## src/logic/fault_monitor_pkg.sv

```systemverilog
// Constants of the fault monitor: register map, field layout, reset values, timing.
// Assumes a 200 MHz master clock and a 32-bit Avalon-MM register port.
package fault_monitor_pkg;

    // Register byte offsets
    localparam logic [4:0] ENABLE_OFS = 5'h00;
    localparam logic [4:0] CONFIG_OFS = 5'h04;
    localparam logic [4:0] ERROR_OFS = 5'h08;
    localparam logic [4:0] COMMAND_OFS = 5'h0c;
    localparam logic [4:0] STATUS_SEL_OFS = 5'h10;
    localparam logic [4:0] STATE_OFS = 5'h14;

    // Flag and enable bit positions (same layout in both registers)
    localparam int FLAG_W = 9;
    localparam int DISCONNECT_BIT = 0;
    localparam int OVERTEMP_BIT = 1;
    localparam int SHORT_BIT = 2;
    localparam int FLASH_BIT = 3;
    localparam int WATCHDOG_BIT = 4;
    localparam int PERSIST_BIT = 5;
    localparam int OSC_BIT = 6;
    localparam int BITCLK_BIT = 7;
    localparam int FRAMECLK_BIT = 8;

    // Configuration fields
    localparam int WD_SEL_LSB = 0;
    localparam int PERSIST_SEL_LSB = 2;
    localparam int WD_RETURN_BIT = 4;
    localparam int PERSIST_RETURN_BIT = 5;
    localparam int CLASS_D_BIT = 6;
    localparam int CONFIG_W = 7;
    localparam logic [1:0] PERIOD_2S_SEL = 2'h2;
    localparam logic [6:0] CONFIG_RESET = 7'h0a;

    // Command bits
    localparam int SERVICE_CMD_BIT = 0;
    localparam int POWER_UP_CMD_BIT = 1;
    localparam int POWER_DOWN_CMD_BIT = 2;

    // Watchdog and persistence periods in milliseconds
    localparam logic [12:0] PERIOD_125MS = 13'd125;
    localparam logic [12:0] PERIOD_500MS = 13'd500;
    localparam logic [12:0] PERIOD_2S = 13'd2000;
    localparam logic [12:0] PERIOD_4S = 13'd4000;

    // Times and their cycle counts at the master clock rate
    localparam int CLOCK_MHZ = 200;
    localparam int MS_NS = 1000000;
    localparam int PWM_HIGH_NS = 62500;
    localparam int OSC_SWITCH_US = 500;
    localparam int SAI_STOP_US = 100;
    localparam int FRAME_FAST_PCT = 5;
    localparam int MS_CYCLES = MS_NS * CLOCK_MHZ / 1000;
    localparam int PWM_HIGH_CYCLES = (PWM_HIGH_NS * CLOCK_MHZ + 999) / 1000;
    localparam int OSC_SWITCH_CYCLES = OSC_SWITCH_US * CLOCK_MHZ;
    localparam int SAI_STOP_CYCLES = SAI_STOP_US * CLOCK_MHZ;
    localparam int FRAME_NOMINAL_CYCLES = 4167;

    typedef enum logic [1:0] {
        WD_IDLE = 2'b00,
        WD_RUN = 2'b01,
        WD_ONCE = 2'b11
    } wd_state_e;

endpackage : fault_monitor_pkg

```

## src/logic/fault_monitor_unit.sv

```systemverilog
// Fault monitor: sticky error flags, detectors, watchdog and persistence counters.
// Assumes all detector inputs are synchronous to clock; software on Avalon-MM.
//
// Summary of operation
// - Enabled speaker presence checked at analog power-up
// - Overtemp flagged while enabled and die hot
// - Short sensing only between analog power-up/down
// - Short sets flag, forces both outputs off
// - Class D pulse high too long trips short
// - Flash errors flag and stop that channel
// - Started watchdog ignores enable clear
// - First watchdog overflow sets its flag
// - Watchdog period selectable, 2s default
// - Watchdog flag clears only after service
// - Optional second overflow returns to wait
// - Persistence counter runs while errors exist
// - Persistence period selectable, optional return
// - Persistence return clears enables, keeps flags
// - Stopped resonator switches to RC clock
// - Switchover happens even with monitoring off
// - Error read stalls busy until switchover
// - Osc flag re-sets while resonator stays stopped
// - Enabled bit/frame clock stop sets flag
// - Fast frame clock resets assignment, stops play
// - Status pins selectable to report errors
//
// Our own choices: the Avalon-MM register port and the address map.
`timescale 1ns/1ps
`default_nettype none

module fault_monitor_unit #(
    parameter int MS_CYCLES = fault_monitor_pkg::MS_CYCLES,
    parameter int PWM_HIGH_CYCLES = fault_monitor_pkg::PWM_HIGH_CYCLES,
    parameter int OSC_SWITCH_CYCLES = fault_monitor_pkg::OSC_SWITCH_CYCLES,
    parameter int SAI_STOP_CYCLES = fault_monitor_pkg::SAI_STOP_CYCLES,
    parameter int FRAME_NOMINAL_CYCLES = fault_monitor_pkg::FRAME_NOMINAL_CYCLES
) (
    // Clock and reset
    input wire logic clock,
    input wire logic arst_n,
    // Avalon-MM register port
    input wire logic [4:0] address,
    input wire logic read,
    input wire logic write,
    input wire logic [3:0] byteenable,
    input wire logic [31:0] writedata,
    output logic [31:0] readdata,
    output logic waitrequest,
    // Detector inputs
    input wire logic speaker_present,
    input wire logic die_overtemp,
    input wire logic short_sense,
    input wire logic pwm_out,
    input wire logic flash_read_error,
    input wire logic flash_range_error,
    input wire logic [1:0] flash_channel,
    input wire logic resonator_stopped,
    input wire logic bitclk,
    input wire logic frameclk,
    // Actions on the rest of the device
    output logic speaker_out_pos_off,
    output logic speaker_out_neg_off,
    output logic [3:0] channel_stop,
    output logic audio_assign_reset,
    output logic cmd_wait_return,
    output logic rc_clock_select,
    output logic command_busy_n,
    output logic status_out_a,
    output logic status_out_b
);
    localparam int FW = fault_monitor_pkg::FLAG_W;
    localparam int CW = fault_monitor_pkg::CONFIG_W;
    localparam int FRAME_FAST_CYCLES = FRAME_NOMINAL_CYCLES * 100 / (100 + fault_monitor_pkg::FRAME_FAST_PCT);

    generate
        if (MS_CYCLES < 2 || PWM_HIGH_CYCLES < 1 || OSC_SWITCH_CYCLES < 1 || SAI_STOP_CYCLES < 2
                || FRAME_FAST_CYCLES < 2 || FRAME_NOMINAL_CYCLES >= SAI_STOP_CYCLES) begin : g_bad
            $error("fault_monitor_unit: timing parameters out of range");
        end
    endgenerate

    function automatic logic [12:0] period_ms(input logic [1:0] sel);
        case (sel)
            2'h0: period_ms = fault_monitor_pkg::PERIOD_125MS;
            2'h1: period_ms = fault_monitor_pkg::PERIOD_500MS;
            2'h2: period_ms = fault_monitor_pkg::PERIOD_2S;
            default: period_ms = fault_monitor_pkg::PERIOD_4S;
        endcase
    endfunction : period_ms

    function automatic logic [31:0] lane_mask(input logic [3:0] be);
        lane_mask = {{8{be[3]}}, {8{be[2]}}, {8{be[1]}}, {8{be[0]}}};
    endfunction : lane_mask

    // Registers
    logic [FW-1:0] enable_r, flags_r;
    logic [CW-1:0] config_r;
    logic [1:0] status_sel_r;
    logic ack_r, analog_up_r, short_off_r, serviced_r, persist_run_r;
    logic [31:0] readdata_r;
    fault_monitor_pkg::wd_state_e wd_state_r, wd_state_nxt;
    logic [31:0] ms_cnt_r, pwm_cnt_r, osc_cnt_r, bit_cnt_r, frame_cnt_r;
    logic [12:0] wd_ms_r, persist_ms_r;
    logic bitclk_prev_r, frameclk_prev_r, frame_seen_r;
    logic [3:0] channel_stop_r;
    logic audio_assign_reset_r, cmd_wait_return_r;

    // Bus decode
    wire logic request = read | write;
    wire logic err_read = read && address == fault_monitor_pkg::ERROR_OFS;
    wire logic osc_pending = resonator_stopped && !rc_clock_select;
    wire logic stall = err_read && osc_pending;
    wire logic wr_go = write && ack_r;
    wire logic [31:0] wmask = lane_mask(byteenable);
    wire logic wr_enable = wr_go && address == fault_monitor_pkg::ENABLE_OFS;
    wire logic wr_config = wr_go && address == fault_monitor_pkg::CONFIG_OFS;
    wire logic wr_clear = wr_go && address == fault_monitor_pkg::ERROR_OFS && byteenable[0];
    wire logic wr_cmd = wr_go && address == fault_monitor_pkg::COMMAND_OFS && byteenable[0];
    wire logic wr_sel = wr_go && address == fault_monitor_pkg::STATUS_SEL_OFS && byteenable[0];
    wire logic service_cmd = wr_cmd && writedata[fault_monitor_pkg::SERVICE_CMD_BIT];
    wire logic power_up_cmd = wr_cmd && writedata[fault_monitor_pkg::POWER_UP_CMD_BIT];
    wire logic power_down_cmd = wr_cmd && writedata[fault_monitor_pkg::POWER_DOWN_CMD_BIT];
    wire logic [31:0] state_word = {24'h0, wd_state_r, persist_run_r, serviced_r, short_off_r,
                                    analog_up_r, rc_clock_select, osc_pending};
    wire logic [31:0] rd_mux =
        address == fault_monitor_pkg::ENABLE_OFS ? {{(32-FW){1'b0}}, enable_r} :
        address == fault_monitor_pkg::CONFIG_OFS ? {{(32-CW){1'b0}}, config_r} :
        address == fault_monitor_pkg::ERROR_OFS ? {{(32-FW){1'b0}}, flags_r} :
        address == fault_monitor_pkg::STATUS_SEL_OFS ? {30'h0, status_sel_r} :
        address == fault_monitor_pkg::STATE_OFS ? state_word : 32'h0;

    assign waitrequest = request && !ack_r;
    assign readdata = readdata_r;
    assign command_busy_n = !stall;

    // Millisecond tick shared by both long counters
    wire logic ms_tick = ms_cnt_r == 32'(MS_CYCLES - 1);

    // Detectors
    wire logic disconnect_hit = power_up_cmd && !analog_up_r && !speaker_present;
    wire logic class_d = config_r[fault_monitor_pkg::CLASS_D_BIT];
    wire logic pwm_stuck = class_d && analog_up_r && pwm_cnt_r == 32'(PWM_HIGH_CYCLES);
    wire logic short_hit = enable_r[fault_monitor_pkg::SHORT_BIT] && analog_up_r
                           && (short_sense || pwm_stuck);
    wire logic flash_hit = enable_r[fault_monitor_pkg::FLASH_BIT] && (flash_read_error || flash_range_error);
    wire logic osc_switch = osc_cnt_r == 32'(OSC_SWITCH_CYCLES);
    wire logic bit_stopped = bit_cnt_r == 32'(SAI_STOP_CYCLES);
    wire logic frame_stopped = frame_cnt_r == 32'(SAI_STOP_CYCLES);
    wire logic frame_rise = frameclk && !frameclk_prev_r;
    wire logic frame_fast = frame_rise && frame_seen_r && frame_cnt_r < 32'(FRAME_FAST_CYCLES - 1);

    // Watchdog
    wire logic wd_period_end = ms_tick && wd_ms_r == period_ms(config_r[fault_monitor_pkg::WD_SEL_LSB +: 2]) - 13'd1;
    wire logic wd_overflow = wd_state_r != fault_monitor_pkg::WD_IDLE && wd_period_end && !service_cmd;
    wire logic wd_return = wd_overflow && wd_state_r == fault_monitor_pkg::WD_ONCE
                           && config_r[fault_monitor_pkg::WD_RETURN_BIT];

    // Persistence counter
    wire logic any_error = |flags_r;
    wire logic persist_overflow = persist_run_r && any_error && ms_tick
        && persist_ms_r == period_ms(config_r[fault_monitor_pkg::PERSIST_SEL_LSB +: 2]) - 13'd1;
    wire logic persist_return = persist_overflow && config_r[fault_monitor_pkg::PERSIST_RETURN_BIT];

    wire logic [FW-1:0] flag_set;
    assign flag_set[fault_monitor_pkg::DISCONNECT_BIT] =
        enable_r[fault_monitor_pkg::DISCONNECT_BIT] && disconnect_hit;
    assign flag_set[fault_monitor_pkg::OVERTEMP_BIT] =
        enable_r[fault_monitor_pkg::OVERTEMP_BIT] && die_overtemp;
    assign flag_set[fault_monitor_pkg::SHORT_BIT] = short_hit;
    assign flag_set[fault_monitor_pkg::FLASH_BIT] = flash_hit;
    assign flag_set[fault_monitor_pkg::WATCHDOG_BIT] = wd_overflow && wd_state_r == fault_monitor_pkg::WD_RUN;
    assign flag_set[fault_monitor_pkg::PERSIST_BIT] = persist_overflow;
    // Level set while stopped after switchover, so a clear cannot hide a dead resonator
    assign flag_set[fault_monitor_pkg::OSC_BIT] =
        enable_r[fault_monitor_pkg::OSC_BIT] && resonator_stopped && (rc_clock_select || osc_switch);
    assign flag_set[fault_monitor_pkg::BITCLK_BIT] = enable_r[fault_monitor_pkg::BITCLK_BIT] && bit_stopped;
    assign flag_set[fault_monitor_pkg::FRAMECLK_BIT] = enable_r[fault_monitor_pkg::FRAMECLK_BIT]
        && (frame_stopped || frame_fast);

    // Watchdog flag survives a clear unless serviced first
    wire logic [FW-1:0] clear_mask = wr_clear ? ~(FW'(!serviced_r) << fault_monitor_pkg::WATCHDOG_BIT) : '0;
    wire logic [FW-1:0] flags_nxt = (flags_r & ~clear_mask) | flag_set;

    wire logic [FW-1:0] enable_wr = FW'((32'(enable_r) & ~wmask) | (writedata & wmask));
    wire logic [FW-1:0] enable_nxt = persist_return ? '0 : wr_enable ? enable_wr : enable_r;
    wire logic [CW-1:0] config_nxt = wr_config ? CW'((32'(config_r) & ~wmask) | (writedata & wmask)) : config_r;

    always_comb begin
        wd_state_nxt = wd_state_r;
        case (wd_state_r)
            fault_monitor_pkg::WD_IDLE: begin
                if (enable_r[fault_monitor_pkg::WATCHDOG_BIT]) wd_state_nxt = fault_monitor_pkg::WD_RUN;
            end
            // Enable is not looked at once running
            fault_monitor_pkg::WD_RUN: begin
                if (wd_overflow) wd_state_nxt = fault_monitor_pkg::WD_ONCE;
            end
            fault_monitor_pkg::WD_ONCE: begin
                if (service_cmd) wd_state_nxt = fault_monitor_pkg::WD_RUN;
            end
            default: wd_state_nxt = fault_monitor_pkg::WD_IDLE;
        endcase
    end

    // Bus handshake and registers
    always_ff @(posedge clock or negedge arst_n) begin
        if (!arst_n) begin
            ack_r <= 1'b0;
            readdata_r <= 32'h0;
            enable_r <= '0;
            config_r <= fault_monitor_pkg::CONFIG_RESET;
            status_sel_r <= 2'h0;
            flags_r <= '0;
        end else begin
            ack_r <= request && !ack_r && !stall;
            if (read && !ack_r && !stall) readdata_r <= rd_mux;
            enable_r <= enable_nxt;
            config_r <= config_nxt;
            if (wr_sel) status_sel_r <= writedata[1:0];
            flags_r <= flags_nxt;
        end
    end

    // Analog state, short shutdown, playback actions
    always_ff @(posedge clock or negedge arst_n) begin
        if (!arst_n) begin
            analog_up_r <= 1'b0;
            short_off_r <= 1'b0;
            pwm_cnt_r <= 32'h0;
            channel_stop_r <= 4'h0;
            audio_assign_reset_r <= 1'b0;
            cmd_wait_return_r <= 1'b0;
        end else begin
            analog_up_r <= power_up_cmd ? 1'b1 : power_down_cmd ? 1'b0 : analog_up_r;
            short_off_r <= short_hit ? 1'b1 : power_down_cmd ? 1'b0 : short_off_r;
            pwm_cnt_r <= (pwm_out && pwm_cnt_r != 32'(PWM_HIGH_CYCLES)) ? pwm_cnt_r + 32'h1 :
                         pwm_out ? pwm_cnt_r : 32'h0;
            channel_stop_r <= (flash_hit ? 4'h1 << flash_channel : 4'h0) | {4{frame_fast}};
            audio_assign_reset_r <= frame_fast;
            cmd_wait_return_r <= wd_return || persist_return;
        end
    end

    // Long counters
    always_ff @(posedge clock or negedge arst_n) begin
        if (!arst_n) begin
            ms_cnt_r <= 32'h0;
            wd_state_r <= fault_monitor_pkg::WD_IDLE;
            wd_ms_r <= 13'h0;
            serviced_r <= 1'b0;
            persist_run_r <= 1'b0;
            persist_ms_r <= 13'h0;
        end else begin
            ms_cnt_r <= ms_tick ? 32'h0 : ms_cnt_r + 32'h1;
            wd_state_r <= wd_state_nxt;
            wd_ms_r <= (service_cmd || wd_state_r == fault_monitor_pkg::WD_IDLE || wd_period_end) ? 13'h0 :
                       ms_tick ? wd_ms_r + 13'h1 : wd_ms_r;
            serviced_r <= service_cmd ? 1'b1 : wr_clear ? 1'b0 : serviced_r;
            persist_run_r <= persist_run_r || enable_r[fault_monitor_pkg::PERSIST_BIT];
            persist_ms_r <= (!any_error || !persist_run_r || persist_overflow) ? 13'h0 :
                            ms_tick ? persist_ms_r + 13'h1 : persist_ms_r;
        end
    end

    // Clock supervision
    always_ff @(posedge clock or negedge arst_n) begin
        if (!arst_n) begin
            osc_cnt_r <= 32'h0;
            bit_cnt_r <= 32'h0;
            frame_cnt_r <= 32'h0;
            bitclk_prev_r <= 1'b0;
            frameclk_prev_r <= 1'b0;
            frame_seen_r <= 1'b0;
        end else begin
            // Switchover regardless of monitor enable; back when resonator runs
            osc_cnt_r <= !resonator_stopped ? 32'h0 : osc_switch ? osc_cnt_r : osc_cnt_r + 32'h1;
            bitclk_prev_r <= bitclk;
            frameclk_prev_r <= frameclk;
            bit_cnt_r <= (bitclk != bitclk_prev_r) ? 32'h0 : bit_stopped ? bit_cnt_r : bit_cnt_r + 32'h1;
            frame_cnt_r <= frame_rise ? 32'h0 : frame_stopped ? frame_cnt_r : frame_cnt_r + 32'h1;
            frame_seen_r <= frame_stopped ? 1'b0 : frame_rise ? 1'b1 : frame_seen_r;
        end
    end

    assign rc_clock_select = osc_cnt_r == 32'(OSC_SWITCH_CYCLES);
    assign speaker_out_pos_off = short_off_r;
    assign speaker_out_neg_off = short_off_r;
    assign channel_stop = channel_stop_r;
    assign audio_assign_reset = audio_assign_reset_r;
    assign cmd_wait_return = cmd_wait_return_r;
    assign status_out_a = status_sel_r[0] && any_error;
    assign status_out_b = status_sel_r[1] && any_error;
endmodule : fault_monitor_unit

`default_nettype wire

```

## config.mk

```make
export PLATFORM = sky130hd
export DESIGN_NAME = fault_monitor_unit
export DESIGN_NICKNAME = d
export VERILOG_FILES = /design/src/logic/fault_monitor_pkg.sv /design/src/logic/fault_monitor_unit.sv
export SDC_FILE = /design/constraint.sdc
export NUM_CORES = 1
export LEC_CHECK = 0
export BUFFER_PORTS_ARGS = -buffer_cell sky130_fd_sc_hd__buf_2
export CORE_AREA = 2 2 196 198
export DETAILED_ROUTE_END_ITERATION = 10
export DIE_AREA = 0 0 198 200
export GPL_TIMING_DRIVEN = 0
export SLEW_MARGIN = 10
export SYNTH_ARGS = -nofsm -noshare
export SYNTH_HDL_FRONTEND = slang
export SYNTH_SLANG_ARGS = --single-unit
export TNS_END_PERCENT = 5
```

## constraint.sdc

```tcl
create_clock -name clock -period 6.51 [get_ports clock]
set_input_delay 0.3255 -clock clock [delete_from_list [all_inputs] [get_ports clock]]
set_output_delay 0.3255 -clock clock [all_outputs]
set_load 0.01 [all_outputs]
```

==> results by group <==
Synthesis
  • Number of synthesized flops with an enable pin: 0
  • Most common cell in the netlist: dfrtp_1
  • Post-Synthesis Cells: 1236
  • Synth area leader: dfrtp_1
  • Most used DFF post-synth: dfrtp_1
  • Top post-synthesis cells by count: dfrtp_1, nor2_1, xor2_1
  • FF+latch count, synth: 238
  • Post-synth ARST share: 100%
  • Syn Std Cell Area: 12200 µm²
  • Avg Inst Size Synth: 9.91 µm²
  • Cell variety after synth: 69
  • Seq/Total Area, Yosys: 48.7%
  • Top cells by area, synth: dfrtp_1, xor2_1, xnor2_1
  • Synth Warn #: 0
  • Post-synth top area share: 48.2%

Critical path
  • Crit path DAT: 3020 ps
  • Crit path max fanout: 10
  • CP required: 6890 ps
  • Setup crit end kind: flop
  • Worst Setup Start Kind: flop
  • Critical path type: flop to flop

Clocking
  • Sink Count: 238
  • Num CTS Buffers: 27
  • Insertion delay to the later sink of the worst-skew pair: 530 ps
  • H-tree depth: 1
  • CTS tree: built
  • Buffers from clock root to sink, at most: 3
  • Clock transition at path regs: 60 ps
  • Clock root cell: clkbuf_16

Floorplanning
  • Initial Utilization: 32.7%
  • Die Ht: 200 µm
  • Io pins: 101
  • Die ar.: 39600 µm²
  • Die W: 198 µm
  • Core area: 37400 µm²
  • FP Rows: 71

Global route
  • Initial antenna violation count: 4
  • First-pass GRT wire length: 45.4 mm
  • Vias in the first global route: 8858
  • Overall Global Routing Usage: 13.7%
  • GR Overflow Total: 0
  • Pin count of the biggest net entering global routing: 109

Route
  • DR vias: 9016
  • DR vias/cell: 4.81
  • Drt total wl: 26.7 mm
  • Routed wl met2: 12.4 mm
  • Wirelength per Cell: 14.3 µm
  • Routed Antenna Nets: 0
  • Initial DRC count: 381
  • Highest metal used: met5
  • M1 wire length: 12.9 mm
  • TritonRoute pass-1 iters: 5
  • Routed wire length on met3: 1.04 mm
  • DRC errors left: 0

Hold path
  • Worst hold path type: primary input to flop
  • Worst hold start: flash_channel[0]

Run
  • Max Cap Viol: 0

Timing
  • Final setup fails: 0
  • Worst Skew: 13.0 ps
  • Final Hold Viols: 0
  • Final max-slew violation count: 0
  • Least-Margin Pin Slew: 1060 ps
  • RSZ-0062 raised after global routing: false
  • Fin Setup TNS: 0 ps
  • Max_slew headroom: 28.8%
  • Final min period: 2640 ps
  • Max Fclk: 378 MHz
  • Fin crit share: 40.6%

Finish
  • Non-filler instance count after layout: 1875
  • Final nets: 1413
  • Synth-to-Final Area Change: 15.7%
  • Fillers: 3733
  • Share of layout cells above drive strength 1: 11.6%

Status
  • Status: completed

Pwr
  • Leakage: 6.39 nW
  • Peak VDD IR: 171 µV
  • Power Density: 230 nW/µm²

Place
  • PortBufs: 52
  • Dpl hpwl: 18.9 mm
  • GP Congestion: 0.825
  • DP Cell Count: 1823
==> final timing paths <==
kind	cells past startpoint	slack, ps	end
hold / removal	2	30	channel_stop[2]$_DFF_PN0_
min in group asynchronous	2	340	pwm_cnt_r[19]$_DFFE_PN0P_
max in group asynchronous	3	5180	ms_cnt_r[18]$_DFF_PN0_
setup reg to reg	6	3870	enable_r[0]$_DFFE_PN0P_
setup / recovery	6	3870	enable_r[0]$_DFFE_PN0P_
hold reg to reg	1	490	ms_cnt_r[21]$_DFF_PN0_
==> critical path, stage by stage, from the launching register on <==
cell,delay (ps)
dfstp_2,530
clkbuf_1,360
nand4_1,140
a221o_1,400
nor4_2,310
nor4b_4,620
nor2_1,120
==> state kept, by name, summed over array words and instances, names as in the netlist, 13 cells and up, named ones only <==
name          count
pwm_cnt_r        32
persist_ms_r     13
frame_cnt_r      32
osc_cnt_r        32
ms_cnt_r         32
wd_ms_r          13
bit_cnt_r        32
==> per-stage QoR <==
step / hold WS, ps / setup WS [ps] / instance area [µm²] / util [%] / power [W]
6_report: 29.7 / 3870 / 14200 / 37.9 / 0.00326
5_1_grt: 36.0 / 3660 / 14200 / 37.9 / 0.00341
4_1_cts: 2.61 / 3810 / 14200 / 37.9 / 0.00330
3_5_place_dp: 325 / 3850 / 13300 / 35.5 / 0.00185
3_3_place_gp: 447 / 764 / 13200 / 35.4 / 0.00184
2_1_floorplan: 29.9 / 4270 / 12300 / - / 0.00174
==> layer usage <==
layer  vias up  track usage (%)
met5         -                0
met4         2             2.51
met3        34             2.20
met2       118             22.8
met1      4398             19.2
li1       4464                -
==> timing repair <==
item,in CTS,in global routing
hold buffers,5,0
buffers inserted,0,0
hold endpoints to repair,72,0
resized for setup,0,0
==> where the power goes <==
| group | switching (W) | internal, W | total, W | leakage, nW |
|---|---|---|---|---|
| Clock | 0.000590 | 0.000842 | 0.00143 | 0.412 |
| Combinational | 0.000150 | 0.0000998 | 0.000250 | 2.74 |
| Sequential | 0.0000465 | 0.00153 | 0.00157 | 3.23 |
| Total | 0.000787 | 0.00247 | 0.00326 | 6.39 |
==> layout make-up <==
type	instances	area, µm²	share of cell area, %
repair buffers	59	375	2.65
clock inverters	8	68.8	0.486
multi-input cells	932	5930	41.9
plain buffers	59	329	2.32
clock buffers	38	757	5.34
inverters	29	109	0.768
flip-flops and latches	238	5960	42.0
diodes	1	2.50	0.0177
well taps	511	639	4.51
==> layout by cell type (no fill, tap or decap), drive strengths merged, types with 15 or more instances in the layout <==
cell    Yosys  final
dfrtp     236    236
nor2      137    137
xor2       98     98
nand2      96     96
buf        33     87
nand3      70     70
clkbuf     26     64
xnor2      61     61
and2       60     60
nand4      49     49
and3       36     36
o21ai      33     33
nor3       33     33
inv        29     30
nor4       27     27
a21oi      23     23
conb        1     23
or3        21     21
mux2i      21     21
and4       16     16
nor2b      15     15
mux2       15     15
==> logic make-up after synthesis <==
group                      after synthesis  share of synthesized area (%)
xor gates and xnor gates               159                           11.4
DFF                                    238                           48.7
other                                    1                         0.0306
muxes                                   36                           3.34
and+or+nand+nor                        598                           26.2
adders and majority gates               12                           1.21
buffers and inverters                   88                           3.58
AOI/OAI and AO/OA                      104                           5.62
No activity file was read; power rests on OpenSTA's default activity.
